[config.mk]
export PLATFORM = sky130hd
export DESIGN_NAME = rst_lp_ctrl
export DESIGN_NICKNAME = d
export VERILOG_FILES = /design/src/rtl/rst_lp_pkg.sv /design/src/rtl/rst_lp_ctrl.sv
export VERILOG_INCLUDE_DIRS = /design/src /design/src/rtl
export SDC_FILE = /design/constraint.sdc
export NUM_CORES = 1
export LEC_CHECK = 0
export BUFFER_PORTS_ARGS = -buffer_cell sky130_fd_sc_hd__clkbuf_2
export CAP_MARGIN = 20
export CORE_MARGIN = 2
export CORE_UTILIZATION = 34
export DETAILED_ROUTE_END_ITERATION = 16
export PLACE_DENSITY = 0.57
export SYNTH_ARGS = -nofsm -noshare
export SYNTH_HDL_FRONTEND = slang
export SYNTH_SLANG_ARGS = --single-unit
[constraint.sdc]
create_clock -name pclk -period 2.7 [get_ports pclk]
set_clock_uncertainty 0.15 [all_clocks]
set_input_delay 0.54 -clock pclk [delete_from_list [all_inputs] [get_ports pclk]]
set_output_delay 0.54 -clock pclk [all_outputs]
set_load 0.02 [all_outputs]
[src/rtl/rst_lp_map.svh]
`ifndef RST_LP_MAP_SVH
`define RST_LP_MAP_SVH
// ==========================================
// register byte offsets
`define RSS_ADDR 12'hff0
`define PWR_ADDR 12'hf80
`define LPC_ADDR 12'hf84
`define LPS_ADDR 12'hf88
// ==========================================
// status field positions
`define RSS_POR 7
`define RSS_STOP 6
`define RSS_WDT 5
`define RSS_EXT 4
`define RSS_LV 0
// power control field positions
`define PWR_AMP 7
`define PWR_BO 4
// ==========================================
// reset values and masks
`define RSS_RST 4'h8
`define PWR_RST 8'h80
`define PWR_MASK 8'h9e
`define WDC_RST 8'h00
// ==========================================
// timing counts in pclk cycles
`define PIN_FILT_CYC 4
`define RST_HOLD_CYC 16
`define SMR_CYC 66
`endif

[src/rtl/rst_lp_pkg.sv]
// ==========================================
// shared types
package rst_lp_pkg;
  // power sequencing states
  typedef enum logic [2:0] {
    MODE_ACTIVE,
    MODE_HALT,
    MODE_SLEEP,
    MODE_RECOVER,
    MODE_RESET
  } mode_t;
  // upper status flags: por, stop, wdt, ext
  typedef logic [3:0] flags_t;
endpackage : rst_lp_pkg

[src/rtl/rst_lp_ctrl.sv]
// How it works
// pin low in sleep forces system reset
// short pin pulses filtered out
// low-voltage flag follows live comparator
// flag unlatched, access never changes it
// enabled low-voltage raises interrupt
// brownout off kills low-voltage flag, interrupt
// status read-only, writes reach watchdog control
// status read clears four upper flags
// power-on flag set/clear conditions
// sleep-recovery flag set/clear conditions
// watchdog flag set/clear; read before clear
// pin-reset flag set/clear conditions
// reserved status bits read zero
// upper flags use fixed event codes
// debugger resets report as power-on
// sleep stops clocks, oscillators, cpu
// sleep releases crystal pins
// sleep keeps only enabled keep-alive blocks
// halt stops cpu only
// halt exits on interrupt, timeout, resets
// peripherals individually disableable
// wake pin or timeout gives recovery
// debugger reset bit self-clears in reset
// comparator input double synchronised
// new event beats a coincident read
//
// The APB register port was left to the implementer.
`include "rst_lp_map.svh"
`timescale 1ns/100ps
`default_nettype none
module rst_lp_ctrl #(
  parameter int unsigned WAKE_W = 8,
  parameter int unsigned PIN_FILT = `PIN_FILT_CYC,
  parameter int unsigned RST_HOLD = `RST_HOLD_CYC,
  parameter int unsigned SMR_HOLD = `SMR_CYC
) (
  // clock and reset
  input wire logic pclk,
  input wire logic presetn,
  // apb slave
  input wire logic psel,
  input wire logic penable,
  input wire logic pwrite,
  input wire logic [11:0] paddr,
  input wire logic [31:0] pwdata,
  output logic pready,
  output logic pslverr,
  output logic [31:0] prdata,
  // cpu and on-chip sources
  input wire logic stop_exec,
  input wire logic halt_exec,
  input wire logic irq_pending,
  input wire logic wdt_timeout,
  input wire logic wdt_reset_mode,
  input wire logic wdt_enable,
  input wire logic wdt_osc_enable,
  input wire logic brownout_reset,
  input wire logic brownout_sleep_option,
  input wire logic dbg_reset_req,
  input wire logic [WAKE_W-1:0] wake_en,
  // asynchronous pins
  input wire logic reset_pin_n,
  input wire logic debugger_pin_n,
  input wire logic low_voltage_cmp,
  input wire logic [WAKE_W-1:0] wake_pins,
  // power and reset controls
  output logic cpu_run,
  output logic sysclk_run,
  output logic osc_run,
  output logic crystal_pins_release,
  output logic wdt_run,
  output logic brownout_run,
  output logic amp_run,
  output logic [7:0] periph_disable,
  output logic sys_reset_n,
  output logic cpu_reset,
  output logic dbg_reset_clear,
  // status and watchdog control
  output logic low_voltage_flag,
  output logic low_voltage_irq,
  output logic wdt_ctrl_wr,
  output logic [7:0] watchdog_control
);
  import rst_lp_pkg::*;

  // ==========================================
  // constants
  localparam logic [7:0] FILT_M1 = 8'(PIN_FILT - 1);
  localparam logic [7:0] RST_C = 8'(RST_HOLD);
  localparam logic [7:0] SMR_C = 8'(SMR_HOLD);

  // all state of the block
  typedef struct packed {
    mode_t mode;
    logic [1:0] pin_s;   // reset pin sync
    logic [1:0] dbg_s;   // debugger pin sync
    logic [1:0] lv_s;    // comparator sync
    logic [WAKE_W-1:0] wk_s0;
    logic [WAKE_W-1:0] wk_s1;
    logic [WAKE_W-1:0] wk_d;  // last synced level
    logic [7:0] filt;    // pin low run length
    logic [7:0] hold;    // reset or recovery wait
    flags_t flags;
    logic [7:0] wdc;     // watchdog control copy
    logic [7:0] pwr;     // peripheral disables
    logic lv_ien;        // low-voltage irq enable
    logic pready;
    logic pslverr;
    logic [31:0] prdata;
    logic cpu_run;
    logic clk_run;
    logic osc_run;
    logic xtal_rel;
    logic wdt_run;
    logic bo_run;
    logic amp_run;
    logic sys_rst_n;
    logic cpu_rst;
    logic dbg_clr;
    logic lv_flag;
    logic lv_irq;
    logic wdc_wr;
  } state_t;

  state_t s_ff;   // registered state
  state_t nxt_s;  // next state

  // ==========================================
  // address decode
  function automatic logic addr_hit(input logic [11:0] a);
    if (a == `RSS_ADDR) begin
      addr_hit = 1'b1;
    end else if (a == `PWR_ADDR) begin
      addr_hit = 1'b1;
    end else if (a == `LPC_ADDR) begin
      addr_hit = 1'b1;
    end else if (a == `LPS_ADDR) begin
      addr_hit = 1'b1;
    end else begin
      addr_hit = 1'b0;
    end
  endfunction : addr_hit

  // events and helpers, shared with checks
  logic setup;      // apb setup cycle
  logic acc;        // apb access completes
  logic rd_stat;    // status read completes
  logic sleeping;
  logic pin_low;
  logic pin_rst;    // filtered pin reset
  logic por_like;   // reported as power-on
  logic wdt_rst;    // watchdog reset outside sleep
  logic wake_any;   // enabled wake pin changed
  logic any_rst;
  logic ev_any;     // any flag-writing event

  // ==========================================
  // next state
  always_comb begin
    nxt_s = s_ff;
    setup = psel && !penable;
    acc = psel && penable && s_ff.pready;
    rd_stat = acc && !pwrite && paddr == `RSS_ADDR;
    sleeping = s_ff.mode == MODE_SLEEP;
    // two-flop synchronisers
    nxt_s.pin_s = {s_ff.pin_s[0], reset_pin_n};
    nxt_s.dbg_s = {s_ff.dbg_s[0], debugger_pin_n};
    nxt_s.lv_s = {s_ff.lv_s[0], low_voltage_cmp};
    nxt_s.wk_s0 = wake_pins;
    nxt_s.wk_s1 = s_ff.wk_s0;
    nxt_s.wk_d = s_ff.wk_s1;
    // glitch filter on the reset pin
    pin_low = !s_ff.pin_s[1];
    if (!pin_low) begin
      nxt_s.filt = 8'h00;
    end else if (s_ff.filt < FILT_M1) begin
      nxt_s.filt = s_ff.filt + 8'h01;
    end
    pin_rst = pin_low && s_ff.filt >= FILT_M1;
    // debugger request, brownout, or debugger pin in sleep
    por_like = dbg_reset_req || brownout_reset
      || (sleeping && !s_ff.dbg_s[1]);
    wdt_rst = wdt_timeout && wdt_reset_mode && !sleeping;
    wake_any = |((s_ff.wk_s1 ^ s_ff.wk_d) & wake_en);
    any_rst = por_like || pin_rst || wdt_rst;
    ev_any = any_rst || wdt_timeout || (sleeping && wake_any);
    // clear only flags that the read returned
    if (rd_stat) begin
      nxt_s.flags = s_ff.flags & ~s_ff.prdata[7:4];
    end
    // events override the read clear
    if (por_like) begin
      nxt_s.flags = 4'b1000;
    end else if (pin_rst) begin
      nxt_s.flags = 4'b0001;
    end else if (wdt_timeout && !sleeping) begin
      // reset mode gives 0010, irq mode keeps ext
      nxt_s.flags = {3'b001, nxt_s.flags[0] && !wdt_reset_mode};
    end else if (sleeping && wdt_timeout) begin
      nxt_s.flags = 4'b0110;
    end else if (sleeping && wake_any) begin
      nxt_s.flags = 4'b0100;
    end
    // mode sequencing
    case (s_ff.mode)
      MODE_ACTIVE: begin
        if (stop_exec) begin
          nxt_s.mode = MODE_SLEEP;
        end else if (halt_exec) begin
          nxt_s.mode = MODE_HALT;
        end
      end
      MODE_HALT: begin
        if (irq_pending || wdt_timeout) begin
          nxt_s.mode = MODE_ACTIVE;
        end
      end
      MODE_SLEEP: begin
        if (wake_any || wdt_timeout) begin
          nxt_s.mode = MODE_RECOVER;
          nxt_s.hold = SMR_C;
        end
      end
      MODE_RECOVER, MODE_RESET: begin
        if (s_ff.hold <= 8'h01) begin
          nxt_s.mode = MODE_ACTIVE;
        end else begin
          nxt_s.hold = s_ff.hold - 8'h01;
        end
      end
      default: begin
        nxt_s.mode = MODE_ACTIVE;
      end
    endcase
    // resets take over any mode
    if (any_rst) begin
      nxt_s.mode = MODE_RESET;
      nxt_s.hold = RST_C;
    end
    // apb: zero wait, answer registered at setup
    nxt_s.pready = setup;
    nxt_s.pslverr = setup && !addr_hit(paddr);
    nxt_s.prdata = 32'h0000_0000;
    if (setup && !pwrite) begin
      if (paddr == `RSS_ADDR) begin
        // reserved bits read zero
        nxt_s.prdata[7:0] = {s_ff.flags, 3'b000, s_ff.lv_flag};
      end else if (paddr == `PWR_ADDR) begin
        nxt_s.prdata[7:0] = s_ff.pwr;
      end else if (paddr == `LPC_ADDR) begin
        nxt_s.prdata[0] = s_ff.lv_ien;
      end else if (paddr == `LPS_ADDR) begin
        nxt_s.prdata[2:0] = s_ff.mode;
      end
    end
    // writes land at the access edge
    nxt_s.wdc_wr = 1'b0;
    if (acc && pwrite) begin
      if (paddr == `RSS_ADDR) begin
        nxt_s.wdc = pwdata[7:0];
        nxt_s.wdc_wr = 1'b1;
      end else if (paddr == `PWR_ADDR) begin
        nxt_s.pwr = pwdata[7:0] & `PWR_MASK;
      end else if (paddr == `LPC_ADDR) begin
        nxt_s.lv_ien = pwdata[0];
      end
    end
    // power controls follow the next mode
    nxt_s.cpu_run = nxt_s.mode == MODE_ACTIVE;
    nxt_s.clk_run = nxt_s.mode != MODE_SLEEP;
    nxt_s.osc_run = nxt_s.mode != MODE_SLEEP;
    nxt_s.xtal_rel = nxt_s.mode == MODE_SLEEP;
    if (nxt_s.mode == MODE_SLEEP) begin
      nxt_s.wdt_run = wdt_enable && wdt_osc_enable;
      nxt_s.bo_run = !nxt_s.pwr[`PWR_BO] && brownout_sleep_option;
    end else begin
      nxt_s.wdt_run = wdt_enable;
      nxt_s.bo_run = !nxt_s.pwr[`PWR_BO];
    end
    nxt_s.amp_run = !nxt_s.pwr[`PWR_AMP];
    nxt_s.sys_rst_n = nxt_s.mode != MODE_RESET;
    nxt_s.cpu_rst = nxt_s.mode == MODE_RESET || nxt_s.mode == MODE_RECOVER;
    nxt_s.dbg_clr = nxt_s.mode == MODE_RESET;
    // live flag, gated by the brownout block
    nxt_s.lv_flag = s_ff.lv_s[1] && nxt_s.bo_run;
    nxt_s.lv_irq = nxt_s.lv_flag && nxt_s.lv_ien;
  end

  // ==========================================
  // state register
  always_ff @(posedge pclk or negedge presetn) begin
    if (!presetn) begin
      s_ff <= '0;
      s_ff.mode <= MODE_RESET;
      s_ff.hold <= 8'(`RST_HOLD_CYC);
      s_ff.pin_s <= 2'b11;
      s_ff.dbg_s <= 2'b11;
      s_ff.flags <= `RSS_RST;
      s_ff.wdc <= `WDC_RST;
      s_ff.pwr <= `PWR_RST;
      s_ff.cpu_rst <= 1'b1;
      s_ff.dbg_clr <= 1'b1;
      s_ff.clk_run <= 1'b1;
      s_ff.osc_run <= 1'b1;
    end else begin
      s_ff <= nxt_s;
    end
  end

  // ==========================================
  // outputs straight from the state register
  assign pready = s_ff.pready;
  assign pslverr = s_ff.pslverr;
  assign prdata = s_ff.prdata;
  assign cpu_run = s_ff.cpu_run;
  assign sysclk_run = s_ff.clk_run;
  assign osc_run = s_ff.osc_run;
  assign crystal_pins_release = s_ff.xtal_rel;
  assign wdt_run = s_ff.wdt_run;
  assign brownout_run = s_ff.bo_run;
  assign amp_run = s_ff.amp_run;
  assign periph_disable = s_ff.pwr;
  assign sys_reset_n = s_ff.sys_rst_n;
  assign cpu_reset = s_ff.cpu_rst;
  assign dbg_reset_clear = s_ff.dbg_clr;
  assign low_voltage_flag = s_ff.lv_flag;
  assign low_voltage_irq = s_ff.lv_irq;
  assign wdt_ctrl_wr = s_ff.wdc_wr;
  assign watchdog_control = s_ff.wdc;
endmodule : rst_lp_ctrl
`default_nettype wire

==> out/qor.csv <==
metric,value,unit
GPL Wtd Cong,0.805,
Max Fclk,385,MHz
grt ovf,0,
Setup TNS,0,ps
DRT antenna net count,0,
number of flops mapped to enable cells by yosys,0,
drt drc,0,
CTS tree,built,
Hold Buf Count CTS,0,
Synth Area in Simple Gates,13.6,%
Area contributors post-synth,"dfrtp_1 (51%), buf_4 (9.6%), dfstp_2 (7.5%)",
crit-path cells,inv_2 > ha_2 > nor2_1 > nor4b_4 > o22ai_2 > or4_4 > a21boi_1 > or2_4 > o2111a_1,
synth warn,0,
Cell variety after synth,54,
global-route usage over all layers,13.1,%
antenna fix cells,0,
status,"complete, but fails checks",
synthesized area per cell,11.8,um2
I/O pin total,141,
Synth Area in Compound Gates,8.75,%
final slew viol count,0,
DR iter-0 viols,116,
flop-to-flop setup slack,110,ps
Max VDD drop,0.316,mV
"commonest non-fill, non-tap cells in the layout","clkbuf_2 (88), dfrtp_1 (78), buf_4 (29)",
num rows,38,
Worst path max stage delay,510,ps
Clock Sinks,89,
FF+latch area,2240,um2
final worst-path cycle share,96.1,%
largest area contributor in the netlist,dfrtp_1,
"FFs w/ async S/R, synth",100,%
Pleak,2.37,nW
area of the core,10900,um2
antenna violations before repair,0,
hold crit path type,input port to async pin,
share of layout cells above drive strength 1,40.3,%
Initial Utilization,35.0,%
critical path's slowest cell,or4_4,
die area,12100,um2
post_cts resized,0,
routed vias,2595,
Final HPWL DP,5620,um
Max Buffers Root-to-Sink,2,
Crit. End Element,flip-flop,
H-tree depth,3,
First-pass DRT Iterations,4,
Synth Area in Adders,0.980,%
first-pass GRT wire length,12000,um
cts bufs inserted,9,
max_cap viols,0,
CP Class,flip-flop to flip-flop,
Die X,110,um
Period minus WS final,2590,ps
startpoint types,flip-flop,
# Post-CTS Setup Buffers,0,
vias in the first global route,2557,
synthesized flop and latch total,89,
final hold violations,10,
Avg WL per Cell,12.7,um
largest family of logic cells by synthesized area,simple AND/OR/NAND/NOR gates,
Worst-path clk slew,60,ps
Netlist Area Pre-Place,3830,um2
Worst-Skew Late Latency,340,ps
pin count of the biggest net entering global routing,57,
post-layout net count,508,
Synth Instances,326,
violated checks,hold timing,
crit-path max FO,5,
Worst EP required,2780,ps
via-per-instance ratio,4.54,
Critical Path AT,2670,ps
multi-input logic area,1280,um2
sequential share of the synthesized area,58.5,%
Hold Slack,-7.34,ps
pwr dens,632,nW/um2
PortBufs,89,
Area Growth Syn to Fin,24.3,%
final setup vio count,0,
drt total wl,7280,um
area share of the largest cell type after synthesis,50.9,%
number of fillers in the final layout,1053,
mux cell area share after synthesis,4.57,%
Post-Synth XOR/XNOR Area,2.06,%
"commonest non-fill, non-tap cell in the layout",clkbuf_2,
CTS root buf,clkbuf_16,
top_reg_cell synth,dfrtp_1,
overall die height,110,um
## cell usage after synthesis, types with 7 or more instances
master    n
dfrtp_1  78
nor2b_1   8
dfstp_2  11
a22oi_1   7
o21ai_0  10
xor2_1    9
inv_1    11
buf_4    49
mux2_2   11
nand2_1  14
a21oi_1  11
nor2_1   24
## per-stage QoR
step	utilization, %	instance area (um2)	total power [W]	worst slack, ps	instances
floorplan	-	3930	0.00159	6.10	352
global placement	40.3	4410	0.00168	-82.5	556
detailed placement	40.3	4410	0.00169	-110	556
CTS	43.3	4730	0.00305	0.0175	572
global route	43.5	4760	0.00314	-3.22	572
finish	43.5	4760	0.00301	106	572
## state kept, by name, indices dropped and copies added, names as in the netlist, 5 cells and up
register          cells
prdata                8
watchdog_control      8
periph_disable        5
nxt_s                19
s_ff                 35
## final timing paths
| check | from | to | cells after the start |
|---|---|---|---|
| max | s_ff[69] | low_voltage_irq | 9 |
| min | presetn | watchdog_control[5] | 1 |
| max reg2reg | s_ff[69] | low_voltage_irq | 9 |
| min reg2reg | nxt_s[94] | nxt_s[86] | 0 |
| max in group asynchronous | presetn | nxt_s[111] | 2 |
| min in group pclk | debugger_pin_n | nxt_s[111] | 1 |
## critical path, delay by kind of cell (launching register included)
kind,cells,cell delay (ps)
compound gates,3,540
simple gates,4,1150
flops,1,400
fa+ha+maj,1,170
buf+inv,1,80
## kinds of logic after synthesis
| kind of cell | count (synthesis) |
|---|---|
| and+or+nand+nor | 90 |
| buffers and inverters | 67 |
| DFF | 89 |
| xor gates and xnor gates | 9 |
| AOI/OAI and AO/OA | 51 |
| muxes | 16 |
| adders and majority gates | 3 |
| other | 1 |
## layout make-up
class / instances / share of cell area (%)
Timing Repair Buffer: 119 / 14.7
Tap cell: 140 / 3.68
Sequential cell: 89 / 47.1
Inverter: 12 / 0.946
Clock inverter: 6 / 2.02
Clock buffer: 10 / 4.81
Multi-Input combinational cell: 196 / 26.8
## where the power goes
part / total (W) / switching (W) / internal, W
registers: 0.00141 / 0.0000268 / 0.00138
clock network: 0.00134 / 0.000520 / 0.000823
logic: 0.000258 / 0.000153 / 0.000105
## layer usage
metal | track usage [%] | up-vias | wire (um)
met1 | 16.8 | 1233 | 3260
met2 | 19.7 | 100 | 3280
met4 | 6.96 | 0 | 186
li1 | - | 1249 | -
met3 | 4.47 | 13 | 554
met5 | 0 | - | 0
No activity file was read; power rests on OpenSTA's default activity.
